--- src/wrap_timer_params.svh ---
`ifndef WRAP_TIMER_PARAMS_SVH
`define WRAP_TIMER_PARAMS_SVH
// register byte addresses on the apb word grid
`define OFF_STATUS_CONTROL 4'h0
`define OFF_CLOCK_CONFIG 4'h4
`define OFF_COUNT_VALUE 4'h8
`define OFF_WRAP_LIMIT 4'hC
// status and control field positions
`define SC_FLAG_BIT 7
`define SC_IRQ_EN_BIT 6
`define SC_CLEAR_BIT 5
`define SC_HALT_BIT 4
// clock configuration field positions
`define CC_SRC_HI 5
`define CC_SRC_LO 4
`define CC_PS_HI 3
`define CC_PS_LO 0
// reset values and constants
`define COUNT_RESET 8'h00
`define LIMIT_RESET 8'h00
`define COUNT_MAX 8'hFF
`define PS_RESET 4'h0
`define PS_MAX 4'h8
`define HALT_RESET 1'b1
`endif

--- src/wrap_timer_pkg.sv ---
package wrap_timer_pkg;
  // prescaler input choice, declaration order gives codes 00..11
  typedef enum logic [1:0] {
    SRC_BUS,
    SRC_FIXED,
    SRC_EXT_FALL,
    SRC_EXT_RISE
  } source_sel_t;
  // one eight-bit register value
  typedef logic [7:0] reg8_t;
endpackage

--- src/wrap_timer.sv ---
// The address map and the APB slave port were chosen for this implementation.
`timescale 1ns/1ps
`default_nettype none
`include "wrap_timer_params.svh"
module wrap_timer (
  input wire logic mclk,
  input wire logic rst,
  // apb slave
  input wire logic psel,
  input wire logic penable,
  input wire logic pwrite,
  input wire logic [3:0] paddr,
  input wire logic [31:0] pwdata,
  output logic [31:0] prdata,
  output logic pready,
  output logic pslverr,
  // counting sources
  input wire logic ext_count_input,
  input wire logic fixed_rate_clock,
  // low power and debug state from the core
  input wire logic stop_mode,
  input wire logic deep_stop_wake,
  input wire logic bdm_active,
  // overflow interrupt request
  output logic overflow_irq
);

  // registers
  logic [7:0] count_ff; // live count
  logic [7:0] nxt_count;
  logic [7:0] limit_ff; // wrap limit
  logic flag_ff; // overflow flag
  logic nxt_flag;
  logic irq_en_ff; // overflow interrupt enable
  logic halt_ff; // counter halt
  wrap_timer_pkg::source_sel_t src_ff; // source select
  logic [3:0] ps_ff; // prescale select
  logic [7:0] presc_ff; // prescaler chain
  logic armed_ff; // status read seen with flag set
  logic irq_ff;
  logic [31:0] rdata_ff;
  logic ready_ff;
  logic err_ff;
  // synchronisers and edge history
  logic ext_s1_ff;
  logic ext_s2_ff;
  logic ext_s3_ff;
  logic fix_s1_ff;
  logic fix_s2_ff;
  logic fix_s3_ff;

  // soft reset also covers the deepest stop wake
  wire srst = rst | deep_stop_wake;

  // apb decode
  wire acc = psel & penable & ready_ff; // completing transfer
  wire wr = acc & pwrite;
  wire rd = acc & ~pwrite;
  wire sel_sc = paddr == `OFF_STATUS_CONTROL;
  wire sel_cc = paddr == `OFF_CLOCK_CONFIG;
  wire sel_cv = paddr == `OFF_COUNT_VALUE;
  wire sel_wl = paddr == `OFF_WRAP_LIMIT;
  wire mapped = sel_sc | sel_cc | sel_cv | sel_wl;
  wire wr_sc = wr & sel_sc;
  wire wr_wl = wr & sel_wl;
  wire rd_sc = rd & sel_sc;

  // counter reset by clear bit or any limit write
  wire cnt_clr = (wr_sc & pwdata[`SC_CLEAR_BIT]) | wr_wl;

  // edge detect on second and third stages only
  wire ext_rise = ext_s2_ff & ~ext_s3_ff;
  wire ext_fall = ~ext_s2_ff & ext_s3_ff;
  wire fix_rise = fix_s2_ff & ~fix_s3_ff;

  // source select: pin used for the two upper codes
  wire tick = source_tick(src_ff, ext_rise, ext_fall, fix_rise);

  // run unless halted, stopped or in debug; wait mode is not a gate
  wire run = ~halt_ff & ~stop_mode & ~bdm_active;

  // prescaler: step when low ps bits of chain are all ones
  wire [3:0] ps_eff = (ps_ff > `PS_MAX) ? `PS_MAX : ps_ff;
  // one bit past the mask, so that a divide by 256 still fits nine bits
  wire [8:0] ps_span = 9'h001 << ps_eff;
  wire [7:0] ps_mask = 8'(ps_span - 9'h001);
  wire step = run & tick & ((presc_ff & ps_mask) == ps_mask);

  // limit zero means run free up to the maximum
  wire [7:0] top = (limit_ff == `LIMIT_RESET) ? `COUNT_MAX : limit_ff;
  wire wrap_hit = count_ff == top;
  wire ovf_evt = step & wrap_hit & ~cnt_clr;

  // zero write clears flag only after the arming read
  wire flag_wr0 = wr_sc & armed_ff & ~pwdata[`SC_FLAG_BIT];

  // readback mux
  wire [7:0] sc_rd = {flag_ff, irq_en_ff, 1'b0, halt_ff, 4'h0};
  wire [7:0] cc_rd = {2'h0, src_ff, ps_ff};
  wire [7:0] rd_byte = sel_sc ? sc_rd :
                       sel_cc ? cc_rd :
                       sel_cv ? count_ff :
                       sel_wl ? limit_ff : 8'h00;

  // picks the tick for the chosen source
  function automatic logic source_tick(
    input wrap_timer_pkg::source_sel_t s,
    input logic er,
    input logic ef,
    input logic fr
  );
    case (s)
      wrap_timer_pkg::SRC_BUS: source_tick = 1'b1;
      wrap_timer_pkg::SRC_FIXED: source_tick = fr;
      wrap_timer_pkg::SRC_EXT_FALL: source_tick = ef;
      wrap_timer_pkg::SRC_EXT_RISE: source_tick = er;
      default: source_tick = 1'b1;
    endcase
  endfunction

  // next count: clear first, then wrap or increment
  always_comb begin
    if (cnt_clr) begin
      nxt_count = `COUNT_RESET;
    end else if (step && wrap_hit) begin
      nxt_count = `COUNT_RESET;
    end else if (step) begin
      nxt_count = count_ff + 8'h01;
    end else begin
      nxt_count = count_ff;
    end
  end

  // next flag: a set wins over a zero write; ovf_evt already excludes a counter clear
  always_comb begin
    if (ovf_evt) begin
      nxt_flag = 1'b1;
    end else if (cnt_clr || flag_wr0) begin
      nxt_flag = 1'b0;
    end else begin
      nxt_flag = flag_ff;
    end
  end

  // two-stage synchronisers plus edge history
  always_ff @(posedge mclk) begin
    if (srst) begin
      ext_s1_ff <= 1'b0;
      ext_s2_ff <= 1'b0;
      ext_s3_ff <= 1'b0;
      fix_s1_ff <= 1'b0;
      fix_s2_ff <= 1'b0;
      fix_s3_ff <= 1'b0;
    end else begin
      ext_s1_ff <= ext_count_input;
      ext_s2_ff <= ext_s1_ff;
      ext_s3_ff <= ext_s2_ff;
      fix_s1_ff <= fixed_rate_clock;
      fix_s2_ff <= fix_s1_ff;
      fix_s3_ff <= fix_s2_ff;
    end
  end

  // counter and flag
  always_ff @(posedge mclk) begin
    if (srst) begin
      count_ff <= `COUNT_RESET;
      flag_ff <= 1'b0;
    end else begin
      count_ff <= nxt_count;
      flag_ff <= nxt_flag;
    end
  end

  // prescaler chain advances on every running source tick
  always_ff @(posedge mclk) begin
    if (srst || cnt_clr) begin
      presc_ff <= 8'h00;
    end else if (run && tick) begin
      presc_ff <= presc_ff + 8'h01;
    end
  end

  // control registers; count register writes are dropped
  always_ff @(posedge mclk) begin
    if (srst) begin
      irq_en_ff <= 1'b0;
      halt_ff <= `HALT_RESET;
      src_ff <= wrap_timer_pkg::SRC_BUS;
      ps_ff <= `PS_RESET;
      limit_ff <= `LIMIT_RESET;
    end else begin
      if (wr_sc) begin
        irq_en_ff <= pwdata[`SC_IRQ_EN_BIT];
        halt_ff <= pwdata[`SC_HALT_BIT];
      end
      if (wr & sel_cc) begin
        src_ff <= wrap_timer_pkg::source_sel_t'(pwdata[`CC_SRC_HI:`CC_SRC_LO]);
        ps_ff <= pwdata[`CC_PS_HI:`CC_PS_LO];
      end
      if (wr_wl) begin
        limit_ff <= pwdata[7:0];
      end
    end
  end

  // arming read for the flag clear sequence
  always_ff @(posedge mclk) begin
    if (srst || wr_sc) begin
      armed_ff <= 1'b0;
    end else if (rd_sc && flag_ff) begin
      armed_ff <= 1'b1;
    end
  end

  // interrupt level from flag and enable
  always_ff @(posedge mclk) begin
    if (srst) begin
      irq_ff <= 1'b0;
    end else begin
      irq_ff <= flag_ff & irq_en_ff;
    end
  end

  // apb answer: one wait state, data and error with pready
  always_ff @(posedge mclk) begin
    if (srst) begin
      ready_ff <= 1'b0;
      rdata_ff <= 32'h0000_0000;
      err_ff <= 1'b0;
    end else begin
      ready_ff <= psel & penable & ~ready_ff;
      if (psel && penable && !ready_ff) begin
        rdata_ff <= pwrite ? 32'h0000_0000 : {24'h000000, rd_byte};
        err_ff <= ~mapped;
      end else begin
        rdata_ff <= 32'h0000_0000;
        err_ff <= 1'b0;
      end
    end
  end

  assign prdata = rdata_ff;
  assign pready = ready_ff;
  assign pslverr = err_ff;
  assign overflow_irq = irq_ff;

  // checks
  property p_incr;
    @(posedge mclk) disable iff (srst)
    (step && !wrap_hit && !cnt_clr) |=> count_ff == $past(count_ff) + 8'h01;
  endproperty
  a_incr: assert property (p_incr) else $error("count did not step");

  property p_wrap;
    @(posedge mclk) disable iff (srst)
    ovf_evt |=> (count_ff == 8'h00) && flag_ff;
  endproperty
  a_wrap: assert property (p_wrap) else $error("wrap or flag wrong");

  property p_flag_set;
    @(posedge mclk) disable iff (srst)
    $rose(flag_ff) |-> $past(step) && $past(wrap_hit);
  endproperty
  a_flag_set: assert property (p_flag_set) else $error("flag set w/o wrap");

  property p_halt;
    @(posedge mclk) disable iff (srst)
    (halt_ff && !cnt_clr) |=> $stable(count_ff);
  endproperty
  a_halt: assert property (p_halt) else $error("count moved in halt");

  property p_stop;
    @(posedge mclk) disable iff (srst)
    (stop_mode && !cnt_clr) [*2] |=> $stable(count_ff) && $stable(presc_ff);
  endproperty
  a_stop: assert property (p_stop) else $error("activity in stop");

  property p_bdm;
    @(posedge mclk) disable iff (srst)
    (bdm_active && !cnt_clr) |=> $stable(count_ff);
  endproperty
  a_bdm: assert property (p_bdm) else $error("count moved in debug");

  property p_clear;
    @(posedge mclk) disable iff (srst)
    cnt_clr |=> (count_ff == 8'h00) && !flag_ff;
  endproperty
  a_clear: assert property (p_clear) else $error("clear failed");

  property p_flag_wr0;
    @(posedge mclk) disable iff (srst)
    (flag_wr0 && !ovf_evt) |=> !flag_ff;
  endproperty
  a_flag_wr0: assert property (p_flag_wr0) else $error("flag not cleared");

  property p_irq;
    @(posedge mclk) disable iff (srst)
    (flag_ff && irq_en_ff) ##1 (flag_ff && irq_en_ff) |=> overflow_irq;
  endproperty
  a_irq: assert property (p_irq) else $error("irq not held");

  property p_irq_cause;
    @(posedge mclk) disable iff (srst)
    overflow_irq |-> $past(flag_ff) && $past(irq_en_ff);
  endproperty
  a_irq_cause: assert property (p_irq_cause) else $error("irq w/o cause");

  property p_ext_edge;
    @(posedge mclk) disable iff (srst)
    (src_ff == wrap_timer_pkg::SRC_EXT_RISE && tick) |-> $past(ext_s1_ff) && !$past(ext_s2_ff);
  endproperty
  a_ext_edge: assert property (p_ext_edge) else $error("pin edge wrong");

  property p_sc_zero;
    @(posedge mclk) disable iff (srst)
    (psel && penable && !ready_ff && !pwrite && sel_sc) |=> prdata[5:0] == {1'b0, halt_ff, 4'h0};
  endproperty
  a_sc_zero: assert property (p_sc_zero) else $error("status low bits");

  property p_bus_src;
    @(posedge mclk) disable iff (srst)
    (src_ff == wrap_timer_pkg::SRC_BUS && run && ps_ff == `PS_RESET && !cnt_clr && !wrap_hit)
      |=> count_ff == $past(count_ff) + 8'h01;
  endproperty
  a_bus_src: assert property (p_bus_src) else $error("bus source did not step");

  property p_cnt_ro;
    @(posedge mclk) disable iff (srst)
    (!step && !cnt_clr) |=> $stable(count_ff);
  endproperty
  a_cnt_ro: assert property (p_cnt_ro) else $error("count moved without a step");

  property p_irq_off;
    @(posedge mclk) disable iff (srst)
    (!flag_ff || !irq_en_ff) |=> !overflow_irq;
  endproperty
  a_irq_off: assert property (p_irq_off) else $error("irq without flag and enable");

  property p_flag_hold;
    @(posedge mclk) disable iff (srst)
    (flag_ff && !cnt_clr && !flag_wr0) |=> flag_ff;
  endproperty
  a_flag_hold: assert property (p_flag_hold) else $error("flag dropped by itself");

  property p_wr_wl;
    @(posedge mclk) disable iff (srst)
    wr_wl |=> (limit_ff == $past(pwdata[7:0])) && (count_ff == `COUNT_RESET);
  endproperty
  a_wr_wl: assert property (p_wr_wl) else $error("limit write not taken");

endmodule // wrap_timer
`default_nettype wire

--- config.mk ---
export PLATFORM = sky130hd
export DESIGN_NAME = wrap_timer
export DESIGN_NICKNAME = d
export VERILOG_FILES = /design/src/wrap_timer_pkg.sv /design/src/wrap_timer.sv
export VERILOG_INCLUDE_DIRS = /design/src /design/src/src
export SDC_FILE = /design/constraint.sdc
export NUM_CORES = 1
export LEC_CHECK = 0
export BUFFER_PORTS_ARGS = -buffer_cell sky130_fd_sc_hd__clkbuf_2
export CELL_PAD_IN_SITES_DETAIL_PLACEMENT = 0
export CELL_PAD_IN_SITES_GLOBAL_PLACEMENT = 1
export CORE_MARGIN = 2
export CORE_UTILIZATION = 40
export DETAILED_ROUTE_END_ITERATION = 10
export PLACE_DENSITY_LB_ADDON = 0.1
export SKIP_CTS_REPAIR_TIMING = 1
export SYNTH_ARGS = -nofsm -noshare
export SYNTH_HDL_FRONTEND = slang
export SYNTH_SLANG_ARGS = --single-unit
--- constraint.sdc ---
create_clock -name mclk -period 4.4 [get_ports mclk]
set_input_delay 0.22 -clock mclk [delete_from_list [all_inputs] [get_ports mclk]]
set_output_delay 0.22 -clock mclk [all_outputs]
set_load 0.005 [all_outputs]
### Yosys cells after proc, flatten, opt, wreduce, memory -nomap -nowiden

Index checks and enable logic that the tools add are counted.

* output and inout bits: 35
* input bits: 46
* flip-flop bits (word level): 75

* shift operators: 1
* eq/ne operators: 8
* reduce and logical (&&, ||, !) cells: 17
* add/sub/neg operators: 3
* mux-type cells: 9
* bitwise operators: 40
* $lt $le $gt $ge: 1

Operators by type and width (count)
* $mux W8: 5
* $and A1 B1 Y1: 22
* $add A8 B1 Y8 const B: 2
* $eq A8 B8 Y1: 2
* $not A1 Y1: 12
* $and A8 B8 Y8: 1
* $eq A4 B4 Y1 const B: 2
* $logic_not A8 Y1: 1
* $shl A1 B4 Y8 const A: 1
* $sub A8 B1 Y8 const B: 1
* $reduce_or A3 Y1: 2
* $logic_and A1 B1 Y1: 5
* $or A1 B1 Y1: 5
* $eq A2 B2 Y1 const B: 2
* $eq A4 B3 Y1 const B: 1
* $gt A4 B4 Y1 const B: 1
* $logic_not A4 Y1: 1
* $mux W4: 1
* $pmux W1 S4: 1
* $reduce_or A4 Y1: 1
* $logic_or A1 B1 Y1: 3
* $eq A2 B1 Y1 const B: 1
* $logic_not A2 Y1: 1
* $mux W1: 2
* other kinds (3): 3

### Depth between registers and ports, before layout

Gate-level depths: netlist of run 1.

* word-level depth: 10
* depth in mapped cells: 11
* gate-level depth less buffers: 9

### Worst setup path before layout of run 1

Ideal clock, no wire load.

* kind: register to register
* from: reg ps_ff[3]
* to: reg count_ff[5]
* data required time: 4330 ps
* cell stages (with the launch flop): 11
* period minus slack after synthesis: 2265 ps
* library setup time: 70 ps
* arrival: 2195 ps
* setup slack: 2135 ps
* cell sequence: dfxtp_1 > buf_6 > nor2_1 > nand2_1 > ha_1 > nor2b_1 > o21ai_0 > o2111ai_1 > or3_4 > or4_1 > a21oi_1

* word-level cells in the longest chain between the ends: 9

Ends and longest elaborated chain
* start, declared: line wrap_timer.sv:37 `logic [3:0] ps_ff;`
* start signal, assigned: line wrap_timer.sv:190 `` ps_ff <= `PS_RESET; ``
* start signal, assigned: line wrap_timer.sv:199 `` ps_ff <= pwdata[`CC_PS_HI:`CC_PS_LO]; ``
* $gt A4 B4 Y1 (no source line)
* $mux W4 (*): line wrap_timer.sv:83 `` wire [3:0] ps_eff = (ps_ff > `PS_MAX) ? `PS_MAX : ps_ff; ``
* $shl A1 B4 Y8 (*): line wrap_timer.sv:85 `wire [8:0] ps_span = 9'h001 << ps_eff;`
* $sub A8 B1 Y8 (*): line wrap_timer.sv:86 `wire [7:0] ps_mask = 8'(ps_span - 9'h001);`
* $and A8 B8 Y8: line wrap_timer.sv:87 `wire step = run & tick & ((presc_ff & ps_mask) == ps_mask);`
* $eq A8 B8 Y1 (*): line wrap_timer.sv:87
* $and A1 B1 Y1 (*): line wrap_timer.sv:87
* $logic_and A1 B1 Y1: line wrap_timer.sv:125 `end else if (step && wrap_hit) begin`
* $reduce_or A3 Y1 (no source line)
* end signal, assigned: line wrap_timer.sv:167 `` count_ff <= `COUNT_RESET; ``
* end signal, assigned: line wrap_timer.sv:170 `count_ff <= nxt_count;`
* end, declared: line wrap_timer.sv:29 `logic [7:0] count_ff;`

Mark *: on every way between the ends. The rest lies on a longest branch, timed or not.
A chain may end at the register's enable or synchronous reset.

### Final worst setup path of run 1

* from: reg ps_ff[1]
* to: reg count_ff[1]

Same word-level chain as after synthesis.

==> results.json, run 1 <==
{
  "status": "completed",
  "hold_start": "ext_count_input",
  "worst_pin_slew_ns": 0.770,
  "synth_edf_count": 0,
  "clock-sinks": 51,
  "synth-main-ff-cell": "dfxtp_1",
  "syn2layout_area_growth_pct": 8.55,
  "end_kind": "flip-flop",
  "initial_utilization": 0.415,
  "r2r_start": "ps_ff[1]",
  "yosysTopAreaCellShare": 0.386,
  "timing.slew.headroom": 0.483,
  "coreArea_mm2": 0.00639,
  "rows": 29,
  "die_y_um": 85.4,
  "maxCapViolations": 0,
  "period_minus_slack_ns": 2.76,
  "clk_latency_ns": 0.31,
  "yosysTopAreaCell": "dfxtp_1",
  "vias": 2102,
  "grt_max_degree": 18,
  "slew_violations": 0,
  "p_leak_nw": 1.24,
  "required_ns": 4.58,
  "vias_per_cell": 5.18,
  "synth_area_mm2": 0.00265,
  "antenna_left": 0,
  "wl_per_cell_um": 14.1,
  "antenna_found_initial": 0,
  "yosys-top-cells-area": "dfxtp_1, mux2i_1, buf_4",
  "r2r_end": "count_ff[1]",
  "hpwl_um": 4240,
  "cts_buffers": 5,
  "cts_tree": "done",
  "ys_seq_area_frac": 0.386,
  "drcViolationCount": 0,
  "rsz0062_at_grt": "false",
  "ys_types": 51,
  "clk_pin_slew_worst_paths_ns": 0.10,
  "grtUsageTotal": 0.165,
  "drive_gt1_frac": 0.170,
  "dr.pass1.iters": 4,
  "final_common_cell": "dfxtp_1",
  "htreeDepth": 2,
  "period_share": 0.626,
  "pin_count": 81,
  "ys_ff_latch": 51,
  "port_buffers": 32,
  "n_fill_cell": 651,
  "p_per_area_mw_per_mm2": 291,
  "grt_pass1_vias": 1848,
  "power_w": 0.000836,
  "crit_fanout": 14,
  "die_x_um": 85.4,
  "yosysWarnings": 0,
  "die-area_mm2": 0.00729,
  "async_flop_share": 0,
  "finClkSkew_ns": 0.00734,
  "clock_path_buffers": 2,
  "reg2reg_depth": 9,
  "rrSetupSlack_ns": 1.64,
  "setup_violations": 0,
  "syn_avg_cell_area_um2": 8.83,
  "whs_endpoint": "ext_s1_ff",
  "grt-ovfl-total": 0,
  "syn_inst": 300,
  "max_freq_mhz": 363,
  "nets": 377,
  "final-hold-violation-count": 0,
  "cts_root_buf": "clkbuf_8",
  "final_cell_mix": "dfxtp_1, nor2_1, clkbuf_2",
  "critPathArrivalTime_ns": 2.93,
  "routabilityCongestion": 0.825,
  "wirelength_um": 5730,
  "antenna_cells": 0,
  "drt_iter0_markers": 97,
  "critPathKind": "flip-flop to flip-flop",
  "peakVddDrop_mv": 0.160,
  "hold_class": "input pin to flip-flop",
  "fin_tns_setup_ns": 0,
  "whs_path_depth": 2,
  "critPathLaunchType": "flip-flop",
  "grt_pass1_wl_um": 9510
}
-- registers in the layout, indices dropped and copies added, names as in the netlist --
name / count
pslverr: 1
ps_ff: 4
irq_en_ff: 1
fix_s3_ff: 1
armed_ff: 1
flag_ff: 1
presc_ff: 8
halt_ff: 1
pready: 1
ext_s2_ff: 1
ext_s3_ff: 1
prdata: 8
limit_ff: 8
ext_s1_ff: 1
fix_s1_ff: 1
count_ff: 8
fix_s2_ff: 1
overflow_irq: 1
src_ff: 2
-- cells in the mapped netlist, types with 3 or more instances --
cell and n:
dfxtp_1 51, nor2_1 35, buf_4 24, nand2_1 21, mux2i_1 19, a21oi_1 17, o21ai_0 11, xor2_1 9
and2_1 7, mux2_2 7, clkbuf_1 6, nor3_1 6, or3_1 6, xnor2_1 6, inv_1 5, nand3_1 5
or4_1 5, nand4_1 4, nor4_1 4, o31ai_1 4, a211oi_1 3, a31oi_1 3, buf_1 3, ha_1 3
-- cells by family after synthesis --
family | after synthesis | share of synthesized area
simple gates | 110 | 0.216
compound gates | 54 | 0.135
flops | 51 | 0.386
buf+inv | 40 | 0.0964
mux | 26 | 0.102
xor+xnor | 15 | 0.0496
fa+ha+maj | 3 | 0.0142
other cells | 1 | 0.00142
-- area by class of cell --
class | instances | area [um2] | share of cell area
clock buffers | 5 | 68.8 | 0.0239
multi-input cells | 232 | 1460 | 0.507
inverters | 5 | 18.8 | 0.00653
flip-flops and latches | 51 | 1020 | 0.355
repair buffers | 33 | 168 | 0.0583
clock inverters | 3 | 43.8 | 0.0152
well taps | 77 | 96.3 | 0.0335
-- worst max-delay path by stage --
stage	slack, ns	depth (start not counted)	from	end
after CTS	1.65	9	ps_ff[1]	count_ff[2]
after global routing	1.41	9	ps_ff[1]	count_ff[0]
after floorplan	2.14	10	ps_ff[3]	count_ff[5]
after detailed placement	1.65	9	ps_ff[1]	count_ff[2]
final	1.64	9	ps_ff[1]	count_ff[1]
after global placement	1.72	9	ps_ff[1]	count_ff[2]
-- worst max-delay path: stages, from the launching register on --
cell	delay, ns
dfxtp_1	0.39
nor2_1	0.24
nand3b_1	0.12
ha_1	0.25
nor2b_1	0.15
o21ai_0	0.07
o2111ai_1	0.16
or3_4	0.49
o31ai_2	0.66
nor2_1	0.10
-- through the flow --
stage / instances / instance area [um2] / util / hold WS [ns] / worst slack (ns)
finish: 406 / 2870 / 0.450 / 0.0975 / 1.64
global route: 406 / 2870 / 0.450 / 0.0873 / 1.41
CTS: 406 / 2870 / 0.450 / 0.0927 / 1.65
detailed placement: 398 / 2760 / 0.432 / 0.417 / 1.65
global placement: 398 / 2760 / 0.432 / 0.410 / 1.72
floorplan: 323 / 2730 / - / 0.317 / 2.14
-- where the power goes --
part           leakage (nW)  internal [W]   total, W  switching (W)
sequential            0.411      0.000463   0.000464    0.000000624
combinational         0.768     0.0000129  0.0000389      0.0000260
clock                0.0581      0.000170   0.000334       0.000164
-- layer usage --
| layer | routed length, um | GRT usage | vias to the layer above |
|---|---|---|---|
| met4 | 106 | 0.0592 | 0 |
| met2 | 2550 | 0.253 | 52 |
| li1 | - | - | 1074 |
| met3 | 225 | 0.0331 | 11 |
| met5 | 0 | 0 | - |
| met1 | 2850 | 0.230 | 965 |
No activity file was read; power rests on OpenSTA's default activity.
==> inputs of run 2 (changes only) <==
Settings changed: CORE_UTILIZATION 40 to 34.
Clock period 4.4 ns to 2.2 ns, I/O delays scaled along.
==> run 2 against run 1 <==
  * The flow now finishes with violations (hold timing, setup timing)
  * Sequential share of layout area shrank 3.8 points
  * Critical path depth is 1 higher
  * Clock power is 93% higher
  * Cell count rose by 14%
  * Combinational power grew 120%
  * Global-route usage shrank 0.31 points
  * Count of clock-buffer cells in the layout is 1 higher
  * Maximum frequency up 20%
  * Core utilization fell by 2.6 points
  * Sequential cell count unchanged
  * Largest cell class unchanged
  * Largest power group unchanged
  * Highest routed layer unchanged
==> results.json, run 2 (synthesis gave the netlist of run 1 again) <==
{
  "status": "complete, but fails checks",
  "failed_checks": "hold timing, setup timing",
  "die_y_um": 92.2,
  "antenna_found_initial": 0,
  "rrSetupSlack_ns": -0.09,
  "final-hold-violation-count": 2,
  "period_share": 1.04,
  "layout.cells.non_filler": 463,
  "nets": 410,
  "maxCapViolations": 0,
  "clk_latency_ns": 0.31,
  "slowest_delay_ns": 0.50,
  "coreArea_mm2": 0.00765,
  "die-area_mm2": 0.00851,
  "crit_fanout": 7,
  "clock_path_buffers": 2,
  "dp_cells": 448,
  "wl_per_cell_um": 14.6,
  "routabilityCongestion": 0.824,
  "grt_pass1_vias": 2023,
  "period_minus_slack_ns": 2.29,
  "peakVddDrop_mv": 0.264,
  "hold_start": "ext_count_input",
  "timing.final.ws_setup_ns": -0.0908,
  "critPathKind": "flip-flop to flip-flop",
  "grt-ovfl-total": 0,
  "die_x_um": 92.2,
  "cpMaxStageDelayCell": "or4_4",
  "r2r_start": "ps_ff[2]",
  "initial_utilization": 0.346,
  "worstPathCellList": "nor2_4 > nand3b_1 > ha_2 > buf_6 > nand2_2 > a211o_1 > o211ai_2 > or3_4 > or4_4 > a21oi_2",
  "cts_tree": "done",
  "antenna_cells": 0,
  "fin_tns_setup_ns": -0.426,
  "r2r_end": "count_ff[5]",
  "final_cell_mix": "dfxtp_1, nor2_1, clkbuf_2",
  "slew_violations": 0,
  "antenna_left": 0,
  "drt_iter0_markers": 109,
  "final_common_cell": "dfxtp_1",
  "post-place-ws_ns": -0.171,
  "required_ns": 2.45,
  "pin_count": 81,
  "whs_path_depth": 2,
  "syn2layout_area_growth_pct": 22.5,
  "htreeDepth": 2,
  "whs_endpoint": "ext_s1_ff",
  "drcViolationCount": 0,
  "wirelength_um": 6780,
  "critPathLaunchType": "flip-flop",
  "timing.hold.ws_ns": -0.00177,
  "grt_pass1_wl_um": 10800,
  "cts_root_buf": "clkbuf_8",
  "clk_pin_slew_worst_paths_ns": 0.10,
  "grtUsageTotal": 0.162,
  "clock-sinks": 51,
  "reg2reg_depth": 10,
  "cp_top_family": "simple AND/OR/NAND/NOR gates",
  "p_per_area_mw_per_mm2": 511,
  "rows": 32,
  "drive_gt1_frac": 0.296,
  "setup_violations": 8,
  "p_leak_nw": 1.42,
  "hpwl_um": 4850,
  "timing.slew.headroom": 0.560,
  "port_buffers": 32,
  "hold_class": "input pin to flip-flop",
  "grt_max_degree": 17,
  "worst_pin_slew_ns": 0.654,
  "max_freq_mhz": 437,
  "critPathArrivalTime_ns": 2.54,
  "end_kind": "flip-flop",
  "vias_per_cell": 4.70,
  "finClkSkew_ns": 0.0110,
  "vias": 2178,
  "cts_buffers": 5,
  "rsz0062_at_grt": "true",
  "dr.pass1.iters": 4,
  "cp_num_buf_inv": 1
}
-- run 2: worst max path at each step --
stage	start	endpoint	slack, ns	cells past startpoint
global placement	ps_ff[3]	count_ff[6]	-0.15	9
floorplan	ps_ff[3]	count_ff[6]	0.001	7
CTS	ps_ff[3]	count_ff[5]	-0.20	9
detailed placement	ps_ff[3]	count_ff[5]	-0.17	9
global route	ps_ff[2]	count_ff[5]	-0.18	10
finish	ps_ff[2]	count_ff[5]	-0.09	10
-- run 2: metrics by stage --
step           cell area [um2]  utilization  total power, W
2_1_floorplan             2740            -         0.00102
3_5_place_dp              2980        0.390         0.00103
6_report                  3240        0.424         0.00166
5_1_grt                   3240        0.424         0.00173
4_1_cts                   3090        0.403         0.00168
3_3_place_gp              2980        0.390         0.00104
-- run 2: metal layers --
| layer | routed length [um] | share of wire | global-route usage |
|---|---|---|---|
| met5 | 0 | 0 | 0 |
| met4 | 72 | 0.011 | 0.0410 |
| met3 | 222 | 0.033 | 0.0304 |
| met2 | 3180 | 0.47 | 0.262 |
| met1 | 3300 | 0.49 | 0.223 |
-- run 2: area by class of cell --
class	instances	area [um2]
Clock inverter	1	30.0
Inverter	5	18.8
Clock buffer	6	72.6
Fill cell	811	4400
Multi-Input combinational cell	233	1550
Sequential cell	51	1030
Tap cell	102	128
Timing Repair Buffer	65	415
-- run 2: power by group --
part | internal (W) | total (W) | leakage (nW) | switching, W
registers | 0.000924 | 0.000926 | 0.414 | 0.00000126
clock network | 0.000334 | 0.000645 | 0.0513 | 0.000311
logic | 0.0000306 | 0.0000870 | 0.952 | 0.0000563
==> inputs of run 3 (changes only) <==
==> constraint.sdc (replaced) <==
create_clock -name mclk -period 2.2 [get_ports mclk]
set_input_delay 0.44 -clock mclk [delete_from_list [all_inputs] [get_ports mclk]]
set_output_delay 0.44 -clock mclk [all_outputs]
set_load 0.005 [all_outputs]
==> run 3 against run 2 <==
  * The flow finishes with violations (setup timing)
  * Core utilization up 0.18 points
  * Worst setup slack gained 0.044 ns
  * Register-to-register slack better by 0.04 ns
  * Combinational power rose by 4.9%
  * Clock skew rose by 0.0033 ns
  * Critical path depth is 1 lower
  * Via count up 1.4%
  * Final area up 0.42%
  * Non-clock buffer count grew 7
  * Total power decreased by 2.7%
  * Hold slack gained 0.34 ns
  * Largest cell class unchanged
==> results.json, run 3 (synthesis gave the netlist of run 1 again) <==
{
  "r2r_start": "ps_ff[1]",
  "peakVddDrop_mv": 0.311,
  "drcViolationCount": 0,
  "swShare": 0.228,
  "critPathLaunchType": "flip-flop",
  "clock_path_buffers": 2,
  "p_switching_w": 0.000367,
  "clk_pin_slew_worst_paths_ns": 0.10,
  "p_seq_frac": 0.573,
  "startpoint": "ps_ff[1]",
  "drive_gt1_frac": 0.288,
  "critPathKind": "flip-flop to flip-flop",
  "cts_tree": "done",
  "setup_violations": 8,
  "final-hold-violation-count": 0,
  "grt_pass1_vias": 2084,
  "dp_cells": 455,
  "p_leak_nw": 1.46,
  "initial_utilization": 0.346,
  "grtUsageTotal": 0.160,
  "hpwl_um": 4880,
  "final_cell_mix": "dfxtp_1, buf_4, nor2_1, clkbuf_2, conb_1",
  "final_common_cell": "dfxtp_1",
  "coreArea_mm2": 0.00765,
  "p_per_area_mw_per_mm2": 495,
  "nets": 416,
  "hold_start": "fixed_rate_clock",
  "maxCapViolations": 0,
  "worst_pin_slew_ns": 0.546,
  "syn2layout_area_growth_pct": 23.0,
  "die_x_um": 92.2,
  "wirelength_um": 6450,
  "final_core_util": 0.426,
  "drt_iter0_markers": 70,
  "critPathArrivalTime_ns": 2.50,
  "clock-sinks": 51,
  "routabilityCongestion": 0.811,
  "rows": 32,
  "antenna_found_initial": 0,
  "crit_fanout": 7,
  "die-area_mm2": 0.00851,
  "hold_class": "input pin to flip-flop",
  "htreeDepth": 2,
  "dr.pass1.iters": 4,
  "power.internal_w": 0.00125,
  "clk_latency_ns": 0.31,
  "period_share": 1.02,
  "period_minus_slack_ns": 2.25,
  "cts_root_buf": "clkbuf_8",
  "layout.cells.non_filler": 470,
  "timing.slew.headroom": 0.636,
  "pin_count": 81,
  "slew_violations": 0,
  "p_comb_frac": 0.057,
  "rsz0062_at_grt": "true",
  "grt-ovfl-total": 0,
  "max_freq_mhz": 445,
  "grt_pass1_wl_um": 10600,
  "required_ns": 2.45,
  "wl_per_cell_um": 13.7,
  "port_buffers": 32,
  "grt_max_degree": 17,
  "antenna_cells": 0,
  "finClkSkew_ns": 0.0143,
  "die_y_um": 92.2,
  "clkPwrFrac": 0.370,
  "cts_buffers": 5,
  "vias_per_cell": 4.70,
  "antenna_left": 0,
  "end_kind": "flip-flop",
  "vias": 2209,
  "failed_checks": "setup timing",
  "status": "complete, but fails checks",
  "fin_tns_setup_ns": -0.106,
  "timing.final.ws_setup_ns": -0.0467
}
-- run 3: cell count changes in the layout (fill, tap and decap cells not counted), sizes merged --
cell    before  now
or3          8    7
clkbuf      38   40
bufinv       1    0
buf         33   40
-- run 3: power groups by stage --
stage,Clock (W),Combinational (W),Sequential [W]
2_1_floorplan,0,0.0000725,0.000948
3_5_place_dp,0,0.0000899,0.000949
5_1_grt,0.000656,0.000102,0.000925
4_1_cts,0.000625,0.0000899,0.000927
3_3_place_gp,0,0.0000899,0.000948
6_report,0.000597,0.0000913,0.000924
-- run 3: final cells by class --
| class | instances | area [um2] |
|---|---|---|
| fillers | 790 | 4390 |
| flip-flops and latches | 51 | 1030 |
| repair buffers | 72 | 468 |
| well taps | 102 | 128 |
| clock buffers | 8 | 100 |
| multi-input cells | 232 | 1510 |
| inverters | 5 | 18.8 |
-- run 3: path summary, 6_finish.rpt --
| path | end | slack (ns) | cells after the start |
|---|---|---|---|
| hold reg to reg | fix_s2_ff | 0.43 | 1 |
| setup / recovery | count_ff[5] | -0.05 | 9 |
| setup reg to reg | count_ff[5] | -0.05 | 9 |
| hold / removal | fix_s1_ff | 0.34 | 2 |
-- run 3: routing by layer --
metal / share of wire / vias to the layer above / routed length, um / track usage
met5: 0 / - / 0 / 0
met1: 0.50 / 1020 / 3230 / 0.218
met3: 0.022 / 6 / 143 / 0.0255
li1: - / 1148 / - / -
met2: 0.46 / 35 / 2980 / 0.256
met4: 0.013 / 0 / 85 / 0.0560
-- run 3: per-stage QoR --
stage	instance area (um2)	hold slack, ns	power, W	setup WS [ns]
after floorplan	2740	0.406	0.00102	0.00108
after global placement	3040	0.409	0.00104	-0.191
after detailed placement	3040	0.417	0.00104	-0.227
after CTS	3140	0.325	0.00164	-0.251
after global routing	3260	0.326	0.00168	-0.144
final	3260	0.336	0.00161	-0.0467
-- run 3: critical path, cell delays in order, from the launching register on --
cell       delay (ns)
dfxtp_4          0.37
nor2_4           0.12
nand3b_1         0.10
ha_2             0.22
nor2b_1          0.13
o21ai_1          0.08
o2111ai_2        0.12
or3_4            0.43
or4_4            0.50
a21oi_2          0.13
